--- config.mk ---
export PLATFORM = sky130hd
export DESIGN_NAME = pdt_timer_pairs
export DESIGN_NICKNAME = d
export VERILOG_FILES = /design/src/shared/pdt_pkg.sv /design/src/logic/pdt_timer_pairs.sv
export SDC_FILE = /design/constraint.sdc
export NUM_CORES = 1
export LEC_CHECK = 0
export BUFFER_PORTS_ARGS = -buffer_cell sky130_fd_sc_hd__buf_2
export CAP_MARGIN = 20
export CORE_UTILIZATION = 50
export CTS_CLUSTER_SIZE = 10
export DETAILED_ROUTE_END_ITERATION = 7
export GPL_TIMING_DRIVEN = 1
export HOLD_SLACK_MARGIN = 0.02
export MAX_ROUTING_LAYER = met4
export PLACE_DENSITY = 0.68
export SYNTH_ARGS = -nofsm -noshare
export SYNTH_HDL_FRONTEND = slang
export SYNTH_SLANG_ARGS = --single-unit
--- constraint.sdc ---
create_clock -name clk_in -period 6.05 [get_ports clk_in]
set_clock_uncertainty 0.05 [all_clocks]
set_input_delay 0.605 -clock clk_in [delete_from_list [all_inputs] [get_ports clk_in]]
set_output_delay 0.605 -clock clk_in [all_outputs]
set_load 0.02 [all_outputs]
--- src/shared/pdt_pkg.sv ---
// Purpose: Constants for the two pairable 16/32-bit timer pairs
// Assumes: AXI4-Lite register access, 32-bit data, 8-bit byte address
// Notes:   Timer index 0..3: pair A even, pair A odd, pair B even, pair B odd
`default_nettype none
package pdt_pkg;
  // Address map: one 16-byte window per timer, then shared registers
  localparam int         ADDR_W       = 8;
  localparam logic [7:0] OFF_CTRL     = 8'h00;
  localparam logic [7:0] OFF_COUNT    = 8'h04;
  localparam logic [7:0] OFF_PERIOD   = 8'h08;
  localparam logic [7:0] OFF_STATUS   = 8'h40;
  localparam logic [7:0] OFF_MASK     = 8'h44;
  localparam logic [1:0] SEL_CTRL     = 2'h0;
  localparam logic [1:0] SEL_COUNT    = 2'h1;
  localparam logic [1:0] SEL_PERIOD   = 2'h2;

  // Control register field positions
  localparam int BIT_RUN    = 15;
  localparam int BIT_IDLE   = 13;
  localparam int BIT_GATE   = 6;
  localparam int BIT_PSC_HI = 5;
  localparam int BIT_PSC_LO = 4;
  localparam int BIT_PAIR   = 3;
  localparam int BIT_CS     = 1;

  // Implemented bits; everything else reads as zero
  localparam logic [15:0] CTRL_MASK_EVEN = 16'hA07A;
  localparam logic [15:0] CTRL_MASK_ODD  = 16'hA072;

  // Prescale terminal counts for 1:1, 1:8, 1:64, 1:256
  localparam logic [7:0] PSC_LIM_1   = 8'h00;
  localparam logic [7:0] PSC_LIM_8   = 8'h07;
  localparam logic [7:0] PSC_LIM_64  = 8'h3F;
  localparam logic [7:0] PSC_LIM_256 = 8'hFF;

  // Values after reset
  localparam logic [15:0] CTRL_RST   = 16'h0000;
  localparam logic [15:0] COUNT_RST  = 16'h0000;
  localparam logic [15:0] PERIOD_RST = 16'hFFFF;
  localparam logic [3:0]  MASK_RST   = 4'h0;

  // AXI responses
  localparam logic [1:0] RESP_OKAY   = 2'h0;
  localparam logic [1:0] RESP_SLVERR = 2'h2;
endpackage
`default_nettype wire

--- src/logic/pdt_timer_pairs.sv ---
// Purpose: Two timer pairs, each two 16-bit timers or one 32-bit timer
// Assumes: clk_in is the oscillator; internal tick is clk_in/2
// Notes:   Pins are synchronous to clk_in; registers over AXI4-Lite
`timescale 1ns/1ps
`default_nettype none
module pdt_timer_pairs (
  // Clock and reset
  input  wire logic        clk_in,
  input  wire logic        reset_n_in,
  // AXI4-Lite write address and data
  input  wire logic [7:0]  s_axi_awaddr_in,
  input  wire logic        s_axi_awvalid_in,
  output logic             s_axi_awready_out,
  input  wire logic [31:0] s_axi_wdata_in,
  input  wire logic [3:0]  s_axi_wstrb_in,
  input  wire logic        s_axi_wvalid_in,
  output logic             s_axi_wready_out,
  // AXI4-Lite write response
  output logic [1:0]       s_axi_bresp_out,
  output logic             s_axi_bvalid_out,
  input  wire logic        s_axi_bready_in,
  // AXI4-Lite read
  input  wire logic [7:0]  s_axi_araddr_in,
  input  wire logic        s_axi_arvalid_in,
  output logic             s_axi_arready_out,
  output logic [31:0]      s_axi_rdata_out,
  output logic [1:0]       s_axi_rresp_out,
  output logic             s_axi_rvalid_out,
  input  wire logic        s_axi_rready_in,
  // Timer pins and device state
  input  wire logic [3:0]  ext_clock_pin_in,
  input  wire logic        idle_mode_in,
  // Events
  output logic             irq_out,
  output logic             adc_trigger_out
);

  typedef struct packed {
    logic [3:0][15:0] ctrl;
    logic [3:0][15:0] cnt;
    logic [3:0][15:0] per;
    logic [3:0][7:0]  psc;
    logic [3:0]       pin_prev;
    logic             half;
    logic [3:0]       status;
    logic [3:0]       mask;
    logic             adc;
    logic             aw_full;
    logic [7:0]       aw_addr;
    logic             w_full;
    logic [31:0]      w_data;
    logic [3:0]       w_strb;
    logic             bvalid;
    logic [1:0]       bresp;
    logic             rvalid;
    logic [31:0]      rdata;
    logic [1:0]       rresp;
  } pdt_state_s;

  pdt_state_s st_reg;
  pdt_state_s st_next;
  logic [3:0] tick_v;
  logic [3:0] ev_v;
  logic [3:0] clr_v;
  logic       wr_go;

  // Prescale terminal count for a select code
  function automatic logic [7:0] psc_limit(input logic [1:0] sel);
    case (sel)
      2'h0:    psc_limit = pdt_pkg::PSC_LIM_1;
      2'h1:    psc_limit = pdt_pkg::PSC_LIM_8;
      2'h2:    psc_limit = pdt_pkg::PSC_LIM_64;
      default: psc_limit = pdt_pkg::PSC_LIM_256;
    endcase
  endfunction

  // Source edge through prescaler; returns {tick, next prescale count}
  function automatic logic [8:0] tick_step(
    input logic [15:0] ctl,
    input logic        pin,
    input logic        prev,
    input logic        half,
    input logic [7:0]  psc,
    input logic        live
  );
    logic       raw;
    logic [7:0] lim;
    // Pin edges are seen on clk_in, so only synchronous counting exists
    raw = ctl[pdt_pkg::BIT_CS] ? (pin & ~prev)
        : (half & (~ctl[pdt_pkg::BIT_GATE] | pin));
    lim = psc_limit(ctl[pdt_pkg::BIT_PSC_HI:pdt_pkg::BIT_PSC_LO]);
    tick_step = {1'b0, psc};
    if (live && raw) begin
      tick_step = (psc == lim) ? {1'b1, 8'h00}
                               : {1'b0, psc + 8'h01};
    end
  endfunction

  // 16-bit step; returns {match, next count}
  function automatic logic [16:0] step16(
    input logic [15:0] cnt,
    input logic [15:0] per
  );
    step16 = (cnt == per) ? {1'b1, 16'h0000}
                          : {1'b0, cnt + 16'h0001};
  endfunction

  // Byte-lane merge for the 16-bit registers
  function automatic logic [15:0] merge16(
    input logic [15:0] old,
    input logic [31:0] data,
    input logic [3:0]  strb
  );
    merge16[7:0]  = strb[0] ? data[7:0] : old[7:0];
    merge16[15:8] = strb[1] ? data[15:8] : old[15:8];
  endfunction

  // Whole next state: timers, register writes, bus handshakes
  always_comb begin
    logic [8:0]  ts;
    logic [16:0] s16;
    logic [31:0] c32;
    logic [31:0] p32;
    logic        live;
    logic [1:0]  tix;
    logic [1:0]  sel;
    logic [15:0] cm;
    int          e;
    ts   = 9'h000;
    s16  = 17'h00000;
    c32  = 32'h00000000;
    p32  = 32'h00000000;
    live = 1'b0;
    tix  = 2'h0;
    sel  = 2'h0;
    cm   = 16'h0000;
    e    = 0;
    st_next  = st_reg;
    tick_v   = 4'h0;
    ev_v     = 4'h0;
    clr_v    = 4'h0;
    st_next.half     = ~st_reg.half;
    st_next.pin_prev = ext_clock_pin_in;
    wr_go = st_reg.aw_full & st_reg.w_full & ~st_reg.bvalid;

    // Prescalers; the odd one sleeps while its pair is joined
    for (int t = 0; t < 4; t++) begin
      live = st_reg.ctrl[t][pdt_pkg::BIT_RUN] &&
             !(idle_mode_in && st_reg.ctrl[t][pdt_pkg::BIT_IDLE]);
      if (t[0] && st_reg.ctrl[t - 1][pdt_pkg::BIT_PAIR]) begin
        live = 1'b0;
      end
      ts = tick_step(st_reg.ctrl[t], ext_clock_pin_in[t],
                     st_reg.pin_prev[t], st_reg.half, st_reg.psc[t], live);
      tick_v[t]      = ts[8];
      st_next.psc[t] = ts[7:0];
    end

    // Counters per pair
    for (int p = 0; p < 2; p++) begin
      e = 2 * p;
      if (st_reg.ctrl[e][pdt_pkg::BIT_PAIR]) begin
        c32 = {st_reg.cnt[e + 1], st_reg.cnt[e]};
        p32 = {st_reg.per[e + 1], st_reg.per[e]};
        if (tick_v[e]) begin
          if (c32 == p32) begin
            c32 = 32'h00000000;
            ev_v[e + 1] = 1'b1;
          end else begin
            c32 = c32 + 32'h00000001;
          end
        end
        st_next.cnt[e + 1] = c32[31:16];
        st_next.cnt[e]     = c32[15:0];
      end else begin
        for (int k = 0; k < 2; k++) begin
          if (tick_v[e + k]) begin
            s16 = step16(st_reg.cnt[e + k], st_reg.per[e + k]);
            st_next.cnt[e + k] = s16[15:0];
            ev_v[e + k]        = s16[16];
          end
        end
      end
    end

    // Only pair A odd position drives the converter trigger
    st_next.adc = ev_v[1];

    // Write address and data are taken independently
    if (s_axi_awvalid_in && !st_reg.aw_full) begin
      st_next.aw_full = 1'b1;
      st_next.aw_addr = s_axi_awaddr_in;
    end
    if (s_axi_wvalid_in && !st_reg.w_full) begin
      st_next.w_full = 1'b1;
      st_next.w_data = s_axi_wdata_in;
      st_next.w_strb = s_axi_wstrb_in;
    end
    if (st_reg.bvalid && s_axi_bready_in) begin
      st_next.bvalid = 1'b0;
    end

    // Commit a write once both halves are held; software beats counting
    if (wr_go) begin
      st_next.aw_full = 1'b0;
      st_next.w_full  = 1'b0;
      st_next.bvalid  = 1'b1;
      st_next.bresp   = pdt_pkg::RESP_OKAY;
      tix = st_reg.aw_addr[5:4];
      sel = st_reg.aw_addr[3:2];
      cm  = tix[0] ? pdt_pkg::CTRL_MASK_ODD : pdt_pkg::CTRL_MASK_EVEN;
      if (st_reg.aw_addr < pdt_pkg::OFF_STATUS && sel == pdt_pkg::SEL_CTRL) begin
        st_next.ctrl[tix] = merge16(st_reg.ctrl[tix], st_reg.w_data,
                                    st_reg.w_strb) & cm;
        st_next.psc[tix]  = 8'h00;
      end else if (st_reg.aw_addr < pdt_pkg::OFF_STATUS &&
                   sel == pdt_pkg::SEL_COUNT) begin
        st_next.cnt[tix] = merge16(st_reg.cnt[tix], st_reg.w_data,
                                   st_reg.w_strb);
      end else if (st_reg.aw_addr < pdt_pkg::OFF_STATUS &&
                   sel == pdt_pkg::SEL_PERIOD) begin
        st_next.per[tix] = merge16(st_reg.per[tix], st_reg.w_data,
                                   st_reg.w_strb);
      end else if (st_reg.aw_addr[7:2] == pdt_pkg::OFF_STATUS[7:2]) begin
        clr_v = st_reg.w_strb[0] ? st_reg.w_data[3:0] : 4'h0;
      end else if (st_reg.aw_addr[7:2] == pdt_pkg::OFF_MASK[7:2]) begin
        if (st_reg.w_strb[0]) begin
          st_next.mask = st_reg.w_data[3:0];
        end
      end else begin
        st_next.bresp = pdt_pkg::RESP_SLVERR;
      end
    end

    // Sticky flags: a new event outweighs a clear in the same cycle
    st_next.status = (st_reg.status & ~clr_v) | ev_v;

    // Read channel: one outstanding read, answered the cycle after
    if (st_reg.rvalid && s_axi_rready_in) begin
      st_next.rvalid = 1'b0;
    end
    if (s_axi_arvalid_in && !st_reg.rvalid) begin
      tix = s_axi_araddr_in[5:4];
      sel = s_axi_araddr_in[3:2];
      st_next.rvalid = 1'b1;
      st_next.rresp  = pdt_pkg::RESP_OKAY;
      st_next.rdata  = 32'h00000000;
      if (s_axi_araddr_in < pdt_pkg::OFF_STATUS && sel == pdt_pkg::SEL_CTRL) begin
        st_next.rdata[15:0] = st_reg.ctrl[tix];
      end else if (s_axi_araddr_in < pdt_pkg::OFF_STATUS &&
                   sel == pdt_pkg::SEL_COUNT) begin
        st_next.rdata[15:0] = st_reg.cnt[tix];
      end else if (s_axi_araddr_in < pdt_pkg::OFF_STATUS &&
                   sel == pdt_pkg::SEL_PERIOD) begin
        st_next.rdata[15:0] = st_reg.per[tix];
      end else if (s_axi_araddr_in[7:2] == pdt_pkg::OFF_STATUS[7:2]) begin
        st_next.rdata[3:0] = st_reg.status;
      end else if (s_axi_araddr_in[7:2] == pdt_pkg::OFF_MASK[7:2]) begin
        st_next.rdata[3:0] = st_reg.mask;
      end else begin
        st_next.rresp = pdt_pkg::RESP_SLVERR;
      end
    end

    // Synchronous reset state
    if (!reset_n_in) begin
      st_next = '0;
      st_next.ctrl = {4{pdt_pkg::CTRL_RST}};
      st_next.cnt  = {4{pdt_pkg::COUNT_RST}};
      st_next.per  = {4{pdt_pkg::PERIOD_RST}};
      st_next.mask = pdt_pkg::MASK_RST;
    end
  end

  // Single state register
  always_ff @(posedge clk_in) begin
    st_reg <= st_next;
  end

  // Ready signals are combinational off held state
  assign s_axi_awready_out = ~st_reg.aw_full;
  assign s_axi_wready_out  = ~st_reg.w_full;
  assign s_axi_arready_out = ~st_reg.rvalid;
  assign s_axi_bvalid_out  = st_reg.bvalid;
  assign s_axi_bresp_out   = st_reg.bresp;
  assign s_axi_rvalid_out  = st_reg.rvalid;
  assign s_axi_rdata_out   = st_reg.rdata;
  assign s_axi_rresp_out   = st_reg.rresp;
  assign adc_trigger_out   = st_reg.adc;
  assign irq_out           = |(st_reg.status & st_reg.mask);
endmodule
`default_nettype wire

======== Word-level counts from Yosys, hierarchy flattened ========
Index checks and enable logic that the tools add are counted.
storage, ports and cells
  register bits after elaboration ......... 288
  input port bits ......................... 64
  logic and storage cells ................. 257
cells by class
  $add $sub $neg .......................... 10
  order comparisons ....................... 5
  equality and inequality tests ........... 26
  mux-type cells .......................... 102
  bitwise logic cells ..................... 39
  reductions and logical operators ........ 44
operators by type and width
  kind                                                                    count
  32-bit two-way mux                                                      7
  16-bit two-way mux                                                      13
  16-bit binary-select mux with 2-bit select                              6
  64-bit bitwise mux                                                      3
  64-bit two-way mux                                                      3
  160-bit two-way mux                                                     1
  128-bit two-way mux                                                     1
  8-bit one-hot mux with 3 select lines                                   4
  9-bit two-way mux                                                       8
  17-bit two-way mux                                                      4
  16-bit by 1-bit adder with 16-bit output (second input constant)        4
  32-bit by 1-bit adder with 32-bit output (second input constant)        2
  16-bit equality test                                                    4
  32-bit equality test                                                    2
  8-bit two-way mux                                                       7
  4-bit two-way mux                                                       10
  35-bit two-way mux                                                      1
  8-bit by 1-bit adder with 8-bit output (second input constant)          4
  32-bit AND                                                              1
  16-bit demux with 2-bit select                                          1
  8-bit equality test                                                     4
  32-bit NOT                                                              1
  6-bit by 5-bit equality test with 1-bit output (second input constant)  4
  1-bit logical AND                                                       24
  other kinds (25)                                                        107

======== Longest topological paths before layout ========
Gate-level depths: netlist of the first run.
  word-level depth ........................ 12
  depth in mapped cells ................... 9
  mapped depth without buffers ............ 8

======== Worst setup path before layout of the first run ========
No wires, ideal clock.
  kind .................................... flip-flop to flip-flop
  start ................................... register st_reg[294] (netlist name)
  end ..................................... register st_reg[242] (netlist name)
  library setup time ...................... 0.120 ns
  arrival time ............................ 2.569 ns
  required time ........................... 5.880 ns
  setup slack ............................. 3.311 ns
  stages on the path, launching flop included .. 10
  path buffers ............................ 2
  clock period less this slack ............ 2.739 ns
  cell sequence ........................... dfxtp_1 -> or4_4 -> o21a_4 -> or3b_1 -> buf_6 -> or3_4 -> and2_4 -> buf_6 -> a221oi_2 -> nor2_1
on the way
  longest elaborated chain between the ends .. 11
  elaborated cells between the ends (all ways) .. 13
ends and longest elaborated chain
  element                                      line                    source
  start, declared                              pdt_timer_pairs.sv:60   pdt_state_s st_reg;
  start signal, assigned                       pdt_timer_pairs.sv:277  st_reg <= st_next;
  2-bit equality test (tied with other cells)  pdt_timer_pairs.sv:69   case (sel)
  8-bit one-hot mux with 3 select lines (*)    pdt_timer_pairs.sv:69
  8-bit equality test (*)                      pdt_timer_pairs.sv:94   tick_step = (psc == lim) ? {1'b1, 8'h00}
  9-bit two-way mux (*)                        pdt_timer_pairs.sv:94
  9-bit two-way mux (*)                        pdt_timer_pairs.sv:93   if (live && raw) begin
  32-bit two-way mux (*)                       pdt_timer_pairs.sv:165  if (tick_v[e]) begin
  32-bit two-way mux (*)                       pdt_timer_pairs.sv:162  if (st_reg.ctrl[e][pdt_pkg::BIT_PAIR]) begin
  64-bit bitwise mux                           pdt_timer_pairs.sv:218  st_next.cnt[tix] = merge16(st_reg.cnt[tix], st_reg.w_data,
  64-bit two-way mux                           pdt_timer_pairs.sv:216  end else if (st_reg.aw_addr < pdt_pkg::OFF_STATUS &&
  128-bit two-way mux                          pdt_timer_pairs.sv:212  if (st_reg.aw_addr < pdt_pkg::OFF_STATUS && sel == pdt_pkg::SEL_CTRL) begin
  160-bit two-way mux (*)                      pdt_timer_pairs.sv:204  if (wr_go) begin
Every way passes the cells marked *; elsewhere a longest branch is shown, timed or not.
A chain may end at the register's enable or synchronous reset.

======== Worst setup path after layout of the first run ========
  start ................................... register st_reg[295] (netlist name)
  end ..................................... register st_reg[249] (netlist name)
The elaborated chain is that of the path after synthesis.

==> impl_metrics.ini, run 1 <==
[layout]
multi_input_area_um2 = 9261
fin_util_pct = 54.82
design_area_um2 = 16200
nNetsFinal = 1759
largest_reg_flops = 227
diodes = 0
syn2layout_area_growth_pct = 7.997
drive_gt1_share_pct = 13.97
fin_cells = 2086
ff_latch_area_um2 = 4967
fillCellCount = 2713

[logic_synthesis]
syn_area_um2 = 15000
synth_edf_count = 0
yosysMostFrequentCell = dfxtp_1
synth_common_cells = 248 x dfxtp_1, 229 x nand2_1, 132 x nor2_1
synth_fa_ha_area_share_pct = 0.6671
syn_avg_cell_area_um2 = 8.749
synth_xor_xnor_area_share_pct = 7.997
synth_flop_cell = dfxtp_1
ys_async_sr_fraction_pct = 0
ys_types = 80
synth_compound_area_share_pct = 16.63
synth_area_leaders = dfxtp_1 33%, mux4_2 11%, xor2_1 5.8%
synth-simple-area-share_pct = 19.88
yosysTopAreaCell = dfxtp_1
synthCells = 1715
synth_top_area_share_pct = 33.09
muxShareOfSynthArea_pct = 15.99
synth_top_family_by_area = simple AND/OR/NAND/NOR gates
synth_seq_cells = 248
yosysWarnings = 0
yosysSeqAreaShare_pct = 33.09

[sta]
fin_tns_setup_ns = 0
worst_pin_slew_ns = 1.100
slew_viol_final = 0
maxSlewHeadroom_pct = 26.38
rsz0062_at_grt = no
fmax_mhz = 293.0
whs_ns = 0.1699
finalHoldViolations = 0
post-route-period-util_pct = 56.41
finalSetupViolCount = 0
fin_crit_ns = 3.413

[cts]
cts_buffers = 30
cts_hold_buf = 0
path_clk_slew_ns = 0.06
cts_tree = done
cts_resized = 0
clock_path_buffers = 3
post_cts_buffers = 0
clk_latency_ns = 0.58
h-tree-depth = 1
clock-root-buffer = clkbuf_16
clock-sinks = 248

[setup_path]
worstPathRequired_ns = 6.41
cp-end-kind = flip-flop
crit_arrival_ns = 3.78
crit_fanout = 15
regToRegStartpoint = st_reg[295]$_SDFFE_PN0P_
worstSetupPathType = reg -> reg
critical_path.startpoint = st_reg[295]$_SDFFE_PN0P_
worstSetupStartpointType = flip-flop

[floorplan]
io_pins = 107
dieWidth_um = 175.2
coreArea_um2 = 29560
die_h_um = 175.2
rows = 63
die_area_um2 = 30710
start_util_pct = 50.76

[min_path]
hp-start = s_axi_rready_in
hp-class = in -> reg

[grt]
overflow = 0
grt_max_degree = 70
grt_pass1_wl_mm = 75.97
first_global_vias = 12770
grt_usage_pct = 33.43
antenna_found_initial = 0

[route]
viasPerCell = 6.611
ant_nets = 0
firstDrtPassIters = 5
remaining_drc_errors = 0
wl_mm = 50.17
vias = 13790
wire_per_inst_um = 24.05
drt_iter0_markers = 1653

[flow_run]
cap_viol_max_count = 0

[placed_design]
place_area_um2 = 15280
io_buffers = 66
place_hpwl_mm = 36.49
place.gp.congestion = 1.053
dp.cells = 2040

[outcome]
status = completed

[pwr]
power.density_nw_per_um2 = 221.4
leakage_nw = 5.781
vdd_drop_max_v = 0.0002143
-- worst paths after layout --
path	end	slack, ns	cells after the start
hold / removal	s_axi_rvalid_out$_SDFFE_PN0P_	0.17	2
hold reg to reg	s_axi_rresp_out[1]$_SDFFE_PN0P_	0.41	2
setup reg to reg	st_reg[249]$_SDFF_PN0_	2.64	7
setup / recovery	st_reg[249]$_SDFF_PN0_	2.64	7
-- where the power goes --
group | switching [mW] | internal [mW]
logic | 0.170 | 0.0879
clock network | 0.700 | 0.936
registers | 0.0368 | 1.66
total | 0.906 | 2.68
-- stage by stage --
stage	power [mW]	setup WS (ns)
finish	3.588	2.637
global route	3.687	2.454
CTS	3.604	2.661
detailed placement	1.981	2.608
global placement	1.979	2.685
floorplan	1.908	3.311
-- cell families after synthesis --
group / count (synthesis)
AOI/OAI and AO/OA: 373
xor gates and xnor gates: 137
adders and majority gates: 8
buffers and inverters: 189
DFF: 248
muxes: 141
other: 1
and+or+nand+nor: 618
-- per-layer routing --
layer,GRT usage (%),part of all wire (%),wire (µm),vias to the layer above
met3,7.855,12,6042,146
li1,-,-,-,6199
met5,-,0,0,-
met1,43.85,40,20180,6649
met2,49.27,43,21730,797
met4,13.99,4.4,2224,0
-- area by class of cell --
type                       count  share of cell area, %
inverter                      22                 0.5096
tap                          390                  3.011
timing repair buffer          90                  3.336
sequential                   248                  30.65
multi-input combinational   1295                  57.15
clock buffer                  37                  5.042
clock inverter                 4                 0.2934
-- cells in the final DEF (no fill, tap or decap), types with 6 or more instances in the layout --
| master | instances |
|---|---|
| or3_1 | 9 |
| clkbuf_16 | 30 |
| mux2_2 | 13 |
| o21a_1 | 11 |
| mux4_2 | 75 |
| buf_2 | 66 |
| o22ai_1 | 20 |
| ha_1 | 8 |
| o211ai_1 | 72 |
| and3_1 | 24 |
| xor2_1 | 100 |
| xnor2_1 | 37 |
| conb_1 | 18 |
| or4_1 | 10 |
| buf_4 | 20 |
| a31oi_1 | 15 |
| nand2b_1 | 6 |
| dfxtp_1 | 246 |
| nand4_1 | 44 |
| a32oi_1 | 9 |
| a21oi_1 | 69 |
| nand3_1 | 36 |
| o21ai_0 | 80 |
| and2_1 | 15 |
| a22oi_1 | 6 |
| nor3_1 | 32 |
| nand2_1 | 229 |
| nor2_1 | 132 |
| and4_1 | 10 |
| mux2i_1 | 51 |
| a21o_1 | 7 |
| nor2b_1 | 10 |
| inv_1 | 20 |
| a221oi_1 | 18 |
| a211oi_1 | 17 |
| nor4_1 | 30 |
-- critical path, cell delays in order, from the launching register on --
cell      delay (ns)
dfxtp_1         0.38
or4_4           0.54
o21a_4          0.24
nor4_2          0.46
nand4_1         0.66
or4_1           0.70
o211ai_1        0.11
a221oi_1        0.10
No activity file was read; power rests on OpenSTA's default activity.
==> inputs of run 2 (changes only) <==
Settings changed: PLACE_DENSITY 0.68 to 0.71.
Clock period 6.05 ns to 3.1 ns, I/O delays scaled along.
==> impl_metrics.ini, run 2 (synthesis gave the netlist of run 1 again) <==
[outcome]
status = completed

[setup_path]
worstPathRequired_ns = 3.52
regToRegStartpoint = st_reg[263]$_SDFFE_PN0P_
worstSetupPathType = reg -> reg
path_buf_inv = 0
crit_fanout = 9
critical_path.startpoint = st_reg[263]$_SDFFE_PN0P_
cp-end-kind = flip-flop
max_stage_delay_ns = 0.59
slowest_stage = o32ai_1
path_delay_family = compound AO/OA/AOI/OAI gates
crit_arrival_ns = 3.33
crit_chain = or4_1 -> a22oi_2 -> nand4_1 -> o32ai_1 -> a21oi_1 -> a211o_1 -> a31oi_1
worstSetupStartpointType = flip-flop

[layout]
nNetsFinal = 1875
final_cell_mix = 246 x dfxtp_1, 229 x nand2_1, 132 x nor2_1, 107 x buf_4, 100 x xor2_1
syn2layout_area_growth_pct = 13.93
drive_gt1_share_pct = 17.51
largest_reg_flops = 227
final_common_cell = dfxtp_1
fillCellCount = 2653
fin_cells = 2196

[cts]
cts_hold_buf = 33
clock_path_buffers = 3
path_clk_slew_ns = 0.06
post_cts_buffers = 0
clk_latency_ns = 0.55
clock-root-buffer = clkbuf_16
cts_tree = done
clock-sinks = 248
cts_resized = 0
h-tree-depth = 1
cts_buffers = 29

[route]
remaining_drc_errors = 0
viasPerCell = 6.570
ant_nets = 0
drt_iter0_markers = 1968
wl_mm = 55.91
firstDrtPassIters = 6
vias = 14430
wire_per_inst_um = 25.46

[grt]
grt_usage_pct = 37.24
grt_pass1_wl_mm = 83.21
overflow = 0
antenna_found_initial = 1
first_global_vias = 13410
grt_max_degree = 76

[floorplan]
die_area_um2 = 30710
die_h_um = 175.2
start_util_pct = 50.76
io_pins = 107
dieWidth_um = 175.2
rows = 63
coreArea_um2 = 29560

[sta]
slew_viol_final = 0
worst_pin_slew_ns = 0.9578
fin_tns_setup_ns = 0
maxSlewHeadroom_pct = 36.15
finalSetupViolCount = 0
whs_ns = 0.06815
final.setup.worst_slack_ns = 0.1978
post-route-period-util_pct = 93.62
rsz0062_at_grt = no
fmax_mhz = 344.6
finalHoldViolations = 0
fin_crit_ns = 2.902

[pwr]
leakage_nw = 6.303
power.density_nw_per_um2 = 407.8
vdd_drop_max_v = 0.0004687

[placed_design]
dp.cells = 2128
pre_cts_ws_ns = 0.2943
place.gp.congestion = 1.079
io_buffers = 66
place_hpwl_mm = 40.75

[flow_run]
cap_viol_max_count = 0

[min_path]
hp-start = reset_n_in
hp-class = in -> reg
run 2: cell types whose count changed in the layout (fill, tap and decap cells not counted), moves of 2 or more:
cell           change
buf_12             +2
bufinv_16          +2
clkbuf_1           -2
buf_4             +87
buf_8              -4
clkbuf_8           -4
dlygate4sd3_1     +33
run 2: layout make-up:
class / count / area [µm²] / share of cell area, %
multi-input combinational: 1295 / 9261 / 54.18
sequential: 248 / 4967 / 29.06
timing repair buffer: 207 / 1499 / 8.768
clock buffer: 30 / 729.5 / 4.267
tap: 390 / 488.0 / 2.854
inverter: 22 / 82.58 / 0.4831
clock inverter: 3 / 65.06 / 0.3806
antenna: 1 / 2.502 / 0.01464
run 2: where the power goes:
part | leakage (nW) | internal, mW | total, mW | switching [mW]
clock | 0.391 | 1.80 | 3.10 | 1.29
sequential | 2.01 | 3.24 | 3.31 | 0.0718
combinational | 3.90 | 0.213 | 0.566 | 0.353
run 2: per-layer routing:
layer	track usage [%]	share of wire (%)	vias up
li1	-	-	6422
met1	46.48	38	6841
met2	56.04	44	934
met3	7.985	11	231
met4	20.54	6.8	0
met5	-	0	-
run 2: final timing paths:
kind,endpoint,slack [ns],cells past startpoint
hold reg to reg,s_axi_rresp_out[1]$_SDFFE_PN0P_,0.40,2
setup reg to reg,st_reg[221]$_SDFF_PN0_,0.20,7
setup / recovery,st_reg[221]$_SDFF_PN0_,0.20,7
hold / removal,st_reg[229]$_SDFF_PN0_,0.07,3
run 2: worst register-to-register path, stage by stage (launching register included):
cell and delay (ns):
dfxtp_1 0.43, or4_1 0.58, a22oi_2 0.32, nand4_1 0.27
o32ai_1 0.59, a21oi_1 0.14, a211o_1 0.28, a31oi_1 0.16
run 2: stage by stage:
step           area [µm²]  total power, mW  util [%]
2_1_floorplan       15070            3.723         -
6_report            17100            6.972     57.83
5_1_grt             17100            7.168     57.83
3_3_place_gp        15960            3.884     53.99
4_1_cts             17090            6.990     57.80
3_5_place_dp        15960            3.889     53.99
